**config.mk**
```make
export PLATFORM = sky130hd
export DESIGN_NAME = lsm_exec
export DESIGN_NICKNAME = d
export VERILOG_FILES = /design/src/logic/lsm_pkg.sv /design/src/logic/lsm_exec.sv
export SDC_FILE = /design/constraint.sdc
export NUM_CORES = 1
export LEC_CHECK = 0
export BUFFER_PORTS_ARGS = -buffer_cell sky130_fd_sc_hd__buf_2
export CORE_UTILIZATION = 45
export CTS_BUF_LIST = sky130_fd_sc_hd__clkbuf_4 sky130_fd_sc_hd__clkbuf_8
export DETAILED_ROUTE_END_ITERATION = 12
export HOLD_SLACK_MARGIN = 0.02
export PLACE_DENSITY_LB_ADDON = 0.2
export SLEW_MARGIN = 20
export SYNTH_ARGS = -nofsm -noshare
export SYNTH_HDL_FRONTEND = slang
export SYNTH_SLANG_ARGS = --single-unit
```
**constraint.sdc**
```tcl
create_clock -name sys_clk -period 7.9 [get_ports sys_clk]
set_input_delay 0.79 -clock sys_clk [delete_from_list [all_inputs] [get_ports sys_clk]]
set_output_delay 0.79 -clock sys_clk [all_outputs]
set_load 0.005 [all_outputs]
```
**src/logic/lsm_pkg.sv**
```systemverilog
// lsm_pkg: types and constants of the loop/shift/move/branch unit
package lsm_pkg;
  // ****************************************
  // steps, lengths, flag positions
  // ****************************************
  localparam logic [15:0] STEP_ONE = 16'h0001;
  localparam logic [15:0] STEP_TWO = 16'h0002;
  localparam logic [2:0] LEN_SHORT = 3'h2;
  localparam logic [2:0] LEN_LONG = 3'h4;
  localparam int FLAG_N = 3;
  localparam int FLAG_C = 2;
  localparam int FLAG_V = 1;
  localparam int FLAG_Z = 0;
  localparam int TRAP_VEC_SHIFT = 2;
  localparam logic [4:0] WORD_BITS = 5'h10;

  // ****************************************
  // condition codes
  // ****************************************
  localparam logic [3:0] CC_UC = 4'h0;
  localparam logic [3:0] CC_Z = 4'h1;
  localparam logic [3:0] CC_NZ = 4'h2;
  localparam logic [3:0] CC_V = 4'h3;
  localparam logic [3:0] CC_NV = 4'h4;
  localparam logic [3:0] CC_N = 4'h5;
  localparam logic [3:0] CC_NN = 4'h6;
  localparam logic [3:0] CC_ULT = 4'h7;
  localparam logic [3:0] CC_UGE = 4'h8;
  localparam logic [3:0] CC_UGT = 4'h9;
  localparam logic [3:0] CC_ULE = 4'ha;
  localparam logic [3:0] CC_SLT = 4'hb;
  localparam logic [3:0] CC_SGE = 4'hc;
  localparam logic [3:0] CC_SGT = 4'hd;
  localparam logic [3:0] CC_SLE = 4'he;

  // ****************************************
  // operations, operand forms, carriers
  // ****************************************
  typedef enum logic [4:0] {
    compare_dec_one, compare_dec_two, compare_inc_one, compare_inc_two,
    normalize_count, logical_shift_left, logical_shift_right,
    rotate_leftward, rotate_rightward, arith_right_shift,
    word_transfer, byte_transfer, byte_sign_extend_transfer,
    byte_zero_extend_transfer, cond_absolute_jump, cond_indirect_jump,
    cond_relative_jump, segment_jump, jump_if_bit_set,
    jump_bit_set_then_clear, jump_if_bit_clear, jump_bit_clear_then_set,
    cond_absolute_subroutine, cond_indirect_subroutine,
    relative_subroutine, segment_subroutine, push_then_subroutine,
    software_trap
  } lsm_op_t;

  typedef enum logic [2:0] {
    FM_REG, FM_IMM4, FM_IMM16, FM_DIRECT, FM_IND, FM_POST_INC,
    FM_PRE_DEC, FM_BASE_OFS
  } lsm_form_t;

  typedef struct packed {
    lsm_op_t op;
    lsm_form_t form;
    logic to_mem;
    logic [3:0] cond;
    logic [15:0] dst_val;
    logic [15:0] src_val;
    logic [15:0] ptr_val;
    logic [15:0] imm16;
    logic [6:0] trap_num;
    logic [7:0] seg_num;
    logic [7:0] cur_seg;
    logic bit_val;
    logic [3:0] flags;
    logic [15:0] ip_next;
  } lsm_req_t;

  typedef struct packed {
    logic [2:0] length;
    logic reg_we;
    logic reg_byte;
    logic [15:0] reg_data;
    logic ptr_we;
    logic [15:0] ptr_data;
    logic mem_acc;
    logic mem_we;
    logic mem_byte;
    logic [15:0] mem_addr;
    logic [15:0] mem_data;
    logic flags_we;
    logic [3:0] flags;
    logic branch;
    logic [15:0] target;
    logic seg_we;
    logic [7:0] seg;
    logic push_extra;
    logic [15:0] extra_data;
    logic push_ret;
    logic [15:0] ret_addr;
    logic bit_we;
    logic bit_data;
    logic trap;
    logic [6:0] trap_num;
  } lsm_res_t;

  localparam lsm_res_t RES_RESET = '0;
endpackage
```
**src/logic/lsm_exec.sv**
```systemverilog
// lsm_exec: execute stage for loop, shift, move and branch instructions
// Operation
// - compare, then decrement register by 1 or 2
// - compare, then increment register by 1 or 2
// - data4 forms 2 bytes, data16/direct/base-offset 4 bytes
// - normalize count written to destination
// - logical shifts by register or data4 count
// - rotates by register or data4 count
// - arithmetic right shift replicates sign bit
// - post-increment pointer by 2 word, 1 byte
// - word pre-decrement pointer by 2 first
// - byte pre-decrement 1, destination post-increment 1
// - address is pointer plus 16-bit constant
// - sign-extend byte into word
// - zero-extend byte into word
// - conditional jumps only when condition true
// - bit-test jumps on set or clear bit
// - test-and-clear jumps and clears set bit
// - test-and-set jumps and sets clear bit
// - absolute/indirect subroutine calls conditional, relative and segment always
// - segment transfers load segment and address
// - push register, then absolute call
// - trap enters routine by 7-bit number
`timescale 1ns/1ps
`default_nettype none
module lsm_exec (
  // clock, clock enable and reset
  input wire logic sys_clk,
  input wire logic reset,
  input wire logic ce,
  // decoded instruction in
  input wire logic req_valid,
  input wire lsm_pkg::lsm_req_t req,
  // execution result out
  output var logic res_valid,
  output var lsm_pkg::lsm_res_t res
);
  // ****************************************
  // functions
  // ****************************************
  function automatic logic cond_true(input logic [3:0] cc, input logic [3:0] f);
    logic n = f[lsm_pkg::FLAG_N];
    logic c = f[lsm_pkg::FLAG_C];
    logic v = f[lsm_pkg::FLAG_V];
    logic z = f[lsm_pkg::FLAG_Z];
    case (cc)
      lsm_pkg::CC_UC: return 1'b1;
      lsm_pkg::CC_Z: return z;
      lsm_pkg::CC_NZ: return !z;
      lsm_pkg::CC_V: return v;
      lsm_pkg::CC_NV: return !v;
      lsm_pkg::CC_N: return n;
      lsm_pkg::CC_NN: return !n;
      lsm_pkg::CC_ULT: return c;
      lsm_pkg::CC_UGE: return !c;
      lsm_pkg::CC_UGT: return !c && !z;
      lsm_pkg::CC_ULE: return c || z;
      lsm_pkg::CC_SLT: return n ^ v;
      lsm_pkg::CC_SGE: return !(n ^ v);
      lsm_pkg::CC_SGT: return !(n ^ v) && !z;
      lsm_pkg::CC_SLE: return (n ^ v) || z;
      default: return 1'b0;
    endcase
  endfunction

  // zero word gives zero count
  function automatic logic [15:0] lead_zero(input logic [15:0] w);
    logic [15:0] n;
    n = 16'h0000;
    for (int i = 0; i < 16; i++) begin
      if (w[i]) begin
        n = 16'(15 - i);
      end
    end
    return n;
  endfunction

  function automatic logic [3:0] nz_flags(input logic [15:0] d, input logic c);
    return {d[15], c, 1'b0, d == 16'h0000};
  endfunction

  // ****************************************
  // decode and datapath
  // ****************************************
  wire lsm_pkg::lsm_op_t op = req.op;
  wire lsm_pkg::lsm_form_t fm = req.form;
  lsm_pkg::lsm_res_t next_res;
  wire logic [15:0] a = req.dst_val;
  wire logic [15:0] b = req.src_val;
  wire logic [3:0] cnt = req.src_val[3:0];

  wire logic long_form = (fm == lsm_pkg::FM_IMM16) || (fm == lsm_pkg::FM_DIRECT)
    || (fm == lsm_pkg::FM_BASE_OFS);
  wire logic long_branch = (op == lsm_pkg::cond_absolute_jump)
    || (op == lsm_pkg::segment_jump) || (op == lsm_pkg::cond_absolute_subroutine)
    || (op == lsm_pkg::segment_subroutine) || (op == lsm_pkg::push_then_subroutine)
    || (op >= lsm_pkg::jump_if_bit_set && op <= lsm_pkg::jump_bit_clear_then_set);
  wire logic [2:0] length = (long_form || long_branch) ? lsm_pkg::LEN_LONG
    : lsm_pkg::LEN_SHORT;

  // compare on the value before the step
  wire logic [16:0] diff = {1'b0, a} - {1'b0, b};
  wire logic cmp_v = (a[15] ^ b[15]) & (a[15] ^ diff[15]);
  wire logic [3:0] cmp_flags = {diff[15], diff[16], cmp_v,
    diff[15:0] == 16'h0000};
  wire logic loop_two = (op == lsm_pkg::compare_dec_two)
    || (op == lsm_pkg::compare_inc_two);
  wire logic loop_dec = (op == lsm_pkg::compare_dec_one) || (op == lsm_pkg::compare_dec_two);
  wire logic [15:0] loop_step = loop_two ? lsm_pkg::STEP_TWO : lsm_pkg::STEP_ONE;
  wire logic [15:0] loop_val = loop_dec ? a - loop_step : a + loop_step;

  // shifts and rotates
  wire logic [16:0] left_ext = {1'b0, a} << cnt;
  wire logic [16:0] right_ext = {a, 1'b0} >> cnt;
  wire logic [16:0] sra_ext = 17'($signed({a, 1'b0}) >>> cnt);
  wire logic [4:0] rot_back = lsm_pkg::WORD_BITS - {1'b0, cnt};
  wire logic [15:0] rotl_val = (a << cnt) | (a >> rot_back);
  wire logic [15:0] rotr_val = (a >> cnt) | (a << rot_back);
  // carry flag in bit 16, result below
  wire logic [16:0] sh_out = (op == lsm_pkg::logical_shift_left) ? left_ext
    : (op == lsm_pkg::logical_shift_right) ? {right_ext[0], right_ext[16:1]}
    : (op == lsm_pkg::arith_right_shift) ? {sra_ext[0], sra_ext[16:1]}
    : (op == lsm_pkg::rotate_leftward) ? {rotl_val[0], rotl_val}
    : {rotr_val[15], rotr_val};

  // moves: address, pointer update, data
  wire logic is_byte = (op == lsm_pkg::byte_transfer);
  wire logic [15:0] step = is_byte ? lsm_pkg::STEP_ONE : lsm_pkg::STEP_TWO;
  wire logic [15:0] ptr_inc = req.ptr_val + step;
  wire logic [15:0] ptr_dec = req.ptr_val - step;
  wire logic [15:0] ofs_addr = req.ptr_val + req.imm16;
  wire logic [15:0] mv_addr = (fm == lsm_pkg::FM_PRE_DEC) ? ptr_dec
    : (fm == lsm_pkg::FM_BASE_OFS) ? ofs_addr
    : (fm == lsm_pkg::FM_DIRECT) ? req.imm16 : req.ptr_val;
  wire logic mv_reg_form = (fm == lsm_pkg::FM_REG) || (fm == lsm_pkg::FM_IMM4)
    || (fm == lsm_pkg::FM_IMM16);
  wire logic [15:0] mv_data = (op == lsm_pkg::byte_sign_extend_transfer)
    ? {{8{b[7]}}, b[7:0]}
    : (op == lsm_pkg::word_transfer) ? b : {8'h00, b[7:0]};

  // branches
  wire logic cc_ok = cond_true(req.cond, req.flags);
  wire logic [15:0] rel_target = req.ip_next
    + {{7{req.imm16[7]}}, req.imm16[7:0], 1'b0};
  wire logic [15:0] trap_target = 16'(req.trap_num) << lsm_pkg::TRAP_VEC_SHIFT;
  wire logic [15:0] jmp_target = (op == lsm_pkg::cond_indirect_jump) ? b
    : (op == lsm_pkg::cond_relative_jump) ? rel_target : req.imm16;

  // ****************************************
  // result assembly
  // ****************************************
  always_comb begin
    next_res = lsm_pkg::RES_RESET;
    next_res.length = length;
    next_res.ret_addr = req.ip_next;
    case (op)
      lsm_pkg::compare_dec_one, lsm_pkg::compare_dec_two,
      lsm_pkg::compare_inc_one, lsm_pkg::compare_inc_two: begin
        next_res.reg_we = 1'b1;
        next_res.reg_data = loop_val;
        next_res.flags_we = 1'b1;
        next_res.flags = cmp_flags;
      end
      lsm_pkg::normalize_count: begin
        next_res.reg_we = 1'b1;
        next_res.reg_data = lead_zero(b);
        next_res.flags_we = 1'b1;
        next_res.flags = nz_flags(next_res.reg_data, 1'b0);
      end
      lsm_pkg::logical_shift_left, lsm_pkg::logical_shift_right, lsm_pkg::arith_right_shift,
      lsm_pkg::rotate_leftward, lsm_pkg::rotate_rightward: begin
        next_res.reg_we = 1'b1;
        next_res.reg_data = sh_out[15:0];
        next_res.flags_we = 1'b1;
        next_res.flags = nz_flags(sh_out[15:0], sh_out[16]);
      end
      lsm_pkg::word_transfer, lsm_pkg::byte_transfer,
      lsm_pkg::byte_sign_extend_transfer, lsm_pkg::byte_zero_extend_transfer: begin
        next_res.reg_we = mv_reg_form || !req.to_mem;
        next_res.reg_byte = is_byte;
        next_res.reg_data = mv_data;
        next_res.mem_acc = !mv_reg_form;
        next_res.mem_we = !mv_reg_form && req.to_mem;
        next_res.mem_byte = is_byte;
        next_res.mem_addr = mv_addr;
        next_res.mem_data = mv_data;
        next_res.ptr_we = (fm == lsm_pkg::FM_POST_INC) || (fm == lsm_pkg::FM_PRE_DEC);
        next_res.ptr_data = (fm == lsm_pkg::FM_PRE_DEC) ? ptr_dec : ptr_inc;
        next_res.flags_we = 1'b1;
        next_res.flags = nz_flags(mv_data, req.flags[lsm_pkg::FLAG_C]);
      end
      lsm_pkg::cond_absolute_jump, lsm_pkg::cond_indirect_jump, lsm_pkg::cond_relative_jump: begin
        next_res.branch = cc_ok;
        next_res.target = jmp_target;
      end
      lsm_pkg::segment_jump: begin
        next_res.branch = 1'b1;
        next_res.target = req.imm16;
        next_res.seg_we = 1'b1;
        next_res.seg = req.seg_num;
      end
      lsm_pkg::jump_if_bit_set, lsm_pkg::jump_bit_set_then_clear: begin
        next_res.branch = req.bit_val;
        next_res.target = rel_target;
        next_res.bit_we = req.bit_val && (op == lsm_pkg::jump_bit_set_then_clear);
        next_res.bit_data = 1'b0;
      end
      lsm_pkg::jump_if_bit_clear, lsm_pkg::jump_bit_clear_then_set: begin
        next_res.branch = !req.bit_val;
        next_res.target = rel_target;
        next_res.bit_we = !req.bit_val && (op == lsm_pkg::jump_bit_clear_then_set);
        next_res.bit_data = 1'b1;
      end
      lsm_pkg::cond_absolute_subroutine, lsm_pkg::cond_indirect_subroutine: begin
        next_res.branch = cc_ok;
        next_res.push_ret = cc_ok;
        next_res.target = (op == lsm_pkg::cond_indirect_subroutine) ? b : req.imm16;
      end
      lsm_pkg::relative_subroutine: begin
        next_res.branch = 1'b1;
        next_res.push_ret = 1'b1;
        next_res.target = rel_target;
      end
      lsm_pkg::segment_subroutine: begin
        next_res.branch = 1'b1;
        next_res.push_extra = 1'b1;
        next_res.extra_data = {8'h00, req.cur_seg};
        next_res.push_ret = 1'b1;
        next_res.target = req.imm16;
        next_res.seg_we = 1'b1;
        next_res.seg = req.seg_num;
      end
      lsm_pkg::push_then_subroutine: begin
        next_res.branch = 1'b1;
        next_res.push_extra = 1'b1;
        next_res.extra_data = b;
        next_res.push_ret = 1'b1;
        next_res.target = req.imm16;
      end
      lsm_pkg::software_trap: begin
        next_res.trap = 1'b1;
        next_res.trap_num = req.trap_num;
        next_res.branch = 1'b1;
        next_res.push_ret = 1'b1;
        next_res.target = trap_target;
      end
      default: begin
        next_res.length = lsm_pkg::LEN_SHORT;
      end
    endcase
  end

  // ****************************************
  // result register
  // ****************************************
  always_ff @(posedge sys_clk or posedge reset) begin
    if (reset) begin
      res <= lsm_pkg::RES_RESET;
      res_valid <= 1'b0;
    end else if (ce) begin
      res <= req_valid ? next_res : lsm_pkg::RES_RESET;
      res_valid <= req_valid;
    end
  end
endmodule
`default_nettype wire

```
-- Word level (Yosys, flattened, before mapping)
Index checks and enable logic that the tools add are counted.
W data, S select, Z words.
- memory bits (read-only): 0
- register bits after elaboration: 149
- memories kept: 0
- input bits: 125
- bits in latches: 0
- logic and storage cells: 193
- RAM bits: 0
- multiply operators: 0
- reduce and logical (&&, ||, !) cells: 49
- add/sub/neg operators: 8
- multiplexer cells: 48
- order comparisons: 2
- equality and inequality tests: 47
- bitwise operators: 6
- div/mod/pow operators: 0
- shifts and indexed selects: 7
- operator list (cell ; number):
    $mux W16 ; 26
    $mux W148 ; 1
    $pmux W17 S7 ; 1
    $mux W17 ; 4
    $logic_not A16 Y1 ; 4
    $pmux W16 S4 ; 1
    $eq A5 B5 Y1 const B ; 12
    $mux W52 ; 1
    $eq A5 B4 Y1 const B ; 8
    $pmux W17 S2 ; 1
    $add A16 B16 Y16 ; 2
    $add A16 B2 Y16 ; 2
    $or A16 B16 Y16 ; 2
    $sub A16 B2 Y16 ; 2
    $eq A4 B4 Y1 const B ; 7
    $reduce_or A28 Y1 ; 1
    $eq A5 B3 Y1 const B ; 4
    $pmux W5 S4 ; 1
    $shl A16 B4 Y17 ; 1
    $shr A17 B4 Y17 ; 1
    $sshr A17 B4 Y17 ; 1
    $sub A16 B16 Y17 ; 1
    $eq A4 B3 Y1 const B ; 4
    $logic_or A1 B1 Y1 ; 16
    other kinds (35) ; 63

-- Logic depth before layout (Yosys ltp)
- depth in word-level cells: 20
- mapped depth: 17
- depth with buffers taken out: 14

-- Worst setup path after synthesis
Ideal clock, no wire load.
- path kind: input to register
- from: input req[120] (netlist bit)
- to: register res[141] (netlist bit)
- path slack: 3.863 ns
- path buffers: 2
- data arrival time: 3.905 ns
- stages: 14
- cell sequence: clkbuf_1 > or3_1 > clkbuf_1 > nor2_1 > ha_1 > a21oi_1 > o21a_1 > o21ai_0 > nand2_1 > o21ai_0 > o41a_1 > xor2_1 > a2111oi_0 > o2bb2ai_1
- cells in the longest elaborated chain, start to end: 7
- elaborated cells between the ends (all ways): 31
- classes of those cells: add/sub (2); eq/ne (13); mux (10); reduce/logical (6)
- ends and longest elaborated chain (what ; RTL line ; source):
    start, declared ; lsm_exec.sv:33 ; input wire lsm_pkg::lsm_req_t req,
    $eq A5 B1 Y1, or another cell as far along ; lsm_exec.sv:106, lsm_exec.sv:108, lsm_exec.sv:156 ;
    $logic_or A1 B1 Y1 / $mux W17 (equally long branches) ; lsm_exec.sv:107, lsm_exec.sv:123 ;
    $mux W2 / $mux W17 (equally long branches) ; lsm_exec.sv:109, lsm_exec.sv:122 ;
    $add A16 B2 Y16, or another cell as far along ; lsm_exec.sv:110 ; wire logic [15:0] loop_val = loop_dec ? a - loop_step : a + loop_step;
    $mux W16 / $mux W17 (equally long branches) ; lsm_exec.sv:110, lsm_exec.sv:120 ;
    $pmux W16 S4 * ; lsm_exec.sv:156 ; case (op)
    $mux W148 * ; lsm_exec.sv:261 ; res <= req_valid ? next_res : lsm_pkg::RES_RESET;
    end signal, assigned ; lsm_exec.sv:258 ; res <= lsm_pkg::RES_RESET;
    end signal, assigned ; lsm_exec.sv:261 ;
    end, declared ; lsm_exec.sv:36 ; output var lsm_pkg::lsm_res_t res
Every way passes the cells marked *; elsewhere a longest branch is shown, timed or not.
A chain may end at the register's enable or synchronous reset.

-- Worst setup path in the final report
- from: input req[77] (netlist bit)
- to: register res[70] (netlist bit)
- cells in the longest elaborated chain, start to end: 19
- elaborated cells between the ends (all ways): 39
- classes of those cells: add/sub (2); shift (7); mux (24); bitwise (2); reduce/logical (4)
- ends and longest elaborated chain (what ; RTL line ; source):
    $mux W16 (15 in a row) ; lsm_exec.sv:71 ; if (w[i]) begin
    $mux W16 ; lsm_exec.sv:156 ;
    $logic_not A16 Y1 ; lsm_exec.sv:79 ; return {d[15], c, 1'b0, d == 16'h0000};
    $pmux W5 S4 * ; lsm_exec.sv:156 ;
    $mux W148 * ; lsm_exec.sv:261 ;
Every way passes the cells marked *; elsewhere a longest branch is shown, timed or not. The select of a mux whose other input is x is not followed.

==> qor.yml <==
status: "complete, no violations"
clock_latency_ns: 0.48
grt_pass1_vias: 14300
fill_cells: 3043
rsz0062_at_grt: "false"
row_count: 64
grt_usage: 0.350
die_x_um: 180
use_met1: 0.460
syn_inst: 1655
period_needed_ns: 4.36
async_flop_share: 1.00
cts_tree: "yes"
core_um2: 30900
synth_edf_count: 0
final-setup-viol-count: 0
clkSinkCount: 147
post-dp-hpwl_um: 42700
tns_ns: 0
slew_violations: 0
via_count: 15100
ir_drop_v: 0.0000810
cp_cell_sequence: "buf_2 > buf_4 > inv_2 > ha_1 > xor2_4 > buf_4 > mux4_2 > nand3_1 > a31oi_1 > nor3_1 > o2111ai_1 > nor4_1 > a32o_1 > a211o_1"
final_area_um2: 16100
grt_max_degree: 93
overflow: 0
finalCritPeriodShare: 0.552
detail_route.wl_per_cell_um: 25.7
portBuffers: 272
cpMaxStageDelayCell: "ha_1"
synth_cell_types: 93
drive_above_1_share: 0.229
fin_ws_ns: 3.54
dp_slack_ns: 3.15
numCtsBuffers: 17
gr-usage-met3: 0.0618
ys_ff_latch: 147
worst_slew_pin_slew_ns: 1.09
post_cts_buffers: 0
antenna_found_initial: 1
fin_nets: 2039
max_freq_mhz: 229
detail-route-antenna-nets: 0
hold_ws_ns: 0.436
dieArea_um2: 32500
top_usage_layer: "met2"
worstSetupEndpointType: "register"
dr.pass1.iters: 6
start_kind: "input port"
area_growth_pct: 12.6
ctsLongestPathBuffers: 2
finalWirelength_um: 57900
grt_pass1_wl_um: 87600
path_max_fanout: 31
ys_seq_area_frac: 0.257
critPathTopFamily: "buffers and inverters"
p_leak_uw: 0.00747
cp_common_cell: "buf_4"
htree_levels: 4
syn_nets: 1856
critPathBufInv: 4
maxCapViolCount: 0
boundaryPins: 274
syn-cell-area_um2: 14300
hold_viol: 0
gp_congestion: 0.948
critical_path_arrival_ns: 4.80
finalClockSkew_ns: 0
final_util: 0.521
required_ns: 8.34
power_density_nw_per_um2: 137
drc: 0
cts.root.buffer_cell: "clkbuf_8"
gr-usage-met2: 0.569
cts_resized: 0
drt_iter0_markers: 1528
syn_area_per_cell_um2: 8.63
slowest_delay_ns: 0.71
vias_per_cell: 6.70
synth_ff_type: "dfrtp_1"
maxSlewHeadroom: 0.268
placed_area_um2: 15700
clk_pin_slew_ns: 0.10
ys_warn_count: 0
die_y_um: 180
cts_hold_buf: 0
holdCritPathClass: "input port to asynchronous set/reset pin"
initial_utilization: 0.462
crit_type: "input port to register"
## final timing paths
| path | start | endpoint | slack, ns | cells after the start |
|---|---|---|---|---|
| setup / recovery | req[77] | res[70] | 3.54 | 14 |
| hold / removal | reset | res[84] | 0.44 | 2 |
| setup reg to reg | res[106] | res[106] | 6.54 | 5 |
| hold reg to reg | res[9] | res[9] | 0.48 | 2 |
| max in group asynchronous | reset | res[31] | 6.05 | 3 |
| min in group sys_clk | res[9] | res[9] | 0.48 | 2 |
## metrics by stage
step	power (uW)	cells
finish	2210	2249
global route	2300	2248
CTS	2190	2247
detailed placement	1580	2215
global placement	1580	2215
floorplan	1330	1655
## final cells by class
cell class                      count  area [um2]  share of cell area
Multi-Input combinational cell   1324        9780               0.608
Sequential cell                   147        3680               0.229
Timing Repair Buffer              294        1530              0.0950
Tap cell                          396         495              0.0308
Clock buffer                       18         241              0.0150
Inverter                           54         210              0.0131
Clock inverter                     14         153             0.00949
Antenna cell                        2        5.00            0.000311
## cells in the final DEF, fill, tap and decap left out, types with 21 or more instances in the layout
cell type  instances
a21o_1            28
a21oi_1          114
a22o_1            63
a31oi_1           21
buf_2            271
buf_4             23
dfrtp_1          147
ha_1              70
inv_1             49
mux2_2            31
mux2i_1           58
mux4_2            33
nand2_1          127
nand3_1           33
nor2_1           117
nor3_1            53
o21ai_0           99
o2bb2ai_1         50
xnor2_1           43
xor2_1            24
## sequential cells by signal (all words and copies together), names as in the netlist
| signal | flops |
|---|---|
| res | 146 |
| res_valid | 1 |
## layer usage
layer / vias to the layer above / share of wire
met2: 811 / 0.47
met1: 7412 / 0.42
li1: 6699 / -
met4: 0 / 0.038
met5: - / 0
met3: 143 / 0.078
## kinds of logic after synthesis
logic type,share of synthesized area
AO/OA/AOI/OAI,0.299
AND/OR/NAND/NOR,0.153
buffers and inverters,0.0588
flip-flops,0.257
multiplexers,0.119
adder cells (fa/ha/maj),0.0697
XOR/XNOR,0.0430
other,0.000262
## cell usage after synthesis, types with 6 or more instances
library cell | n | area, um2
a211o_1 | 7 | 61.3
a211oi_1 | 20 | 150
a21o_1 | 28 | 210
a21oi_1 | 115 | 576
a222oi_1 | 17 | 170
a22o_1 | 63 | 552
a22oi_1 | 18 | 135
a311oi_1 | 6 | 52.6
a31oi_1 | 21 | 131
and2_1 | 10 | 62.6
and3_1 | 15 | 93.8
buf_2 | 19 | 95.1
buf_6 | 9 | 101
clkbuf_1 | 93 | 349
dfrtp_1 | 147 | 3680
fa_1 | 6 | 120
ha_1 | 70 | 876
inv_1 | 51 | 191
mux2_2 | 31 | 349
mux2i_1 | 58 | 581
mux4_2 | 33 | 743
nand2_1 | 127 | 477
nand2b_1 | 14 | 87.6
nand3_1 | 33 | 165
nand3b_1 | 7 | 52.6
nand4_1 | 8 | 50.1
nor2_1 | 117 | 439
nor2b_1 | 17 | 106
nor3_1 | 54 | 270
nor4_1 | 15 | 93.8
o211ai_1 | 16 | 120
o21a_1 | 13 | 97.6
o21ai_0 | 99 | 495
o21bai_1 | 11 | 82.6
o221ai_1 | 12 | 105
o22ai_1 | 20 | 125
o2bb2ai_1 | 50 | 438
o31ai_1 | 7 | 52.6
o32ai_1 | 11 | 96.3
or2_2 | 9 | 56.3
or3_1 | 12 | 75.1
xnor2_1 | 43 | 377
xor2_1 | 24 | 210
## power breakdown
| group | internal [uW] | leakage (uW) | switching (uW) | total, uW |
|---|---|---|---|---|
| Clock | 288 | 0.000202 | 332 | 620 |
| Combinational | 301 | 0.00525 | 494 | 795 |
| Sequential | 776 | 0.00202 | 15.5 | 792 |
| Total | 1360 | 0.00747 | 842 | 2210 |
## worst reg2reg max path: stages, from the launching register on
cell      delay, ns
dfrtp_1        0.43
nor2b_1        0.16
nor2_1         0.16
nand3_1        0.11
o32ai_1        0.26
a211oi_1       0.09
Note: power is estimated with default switching activity, not from simulation.
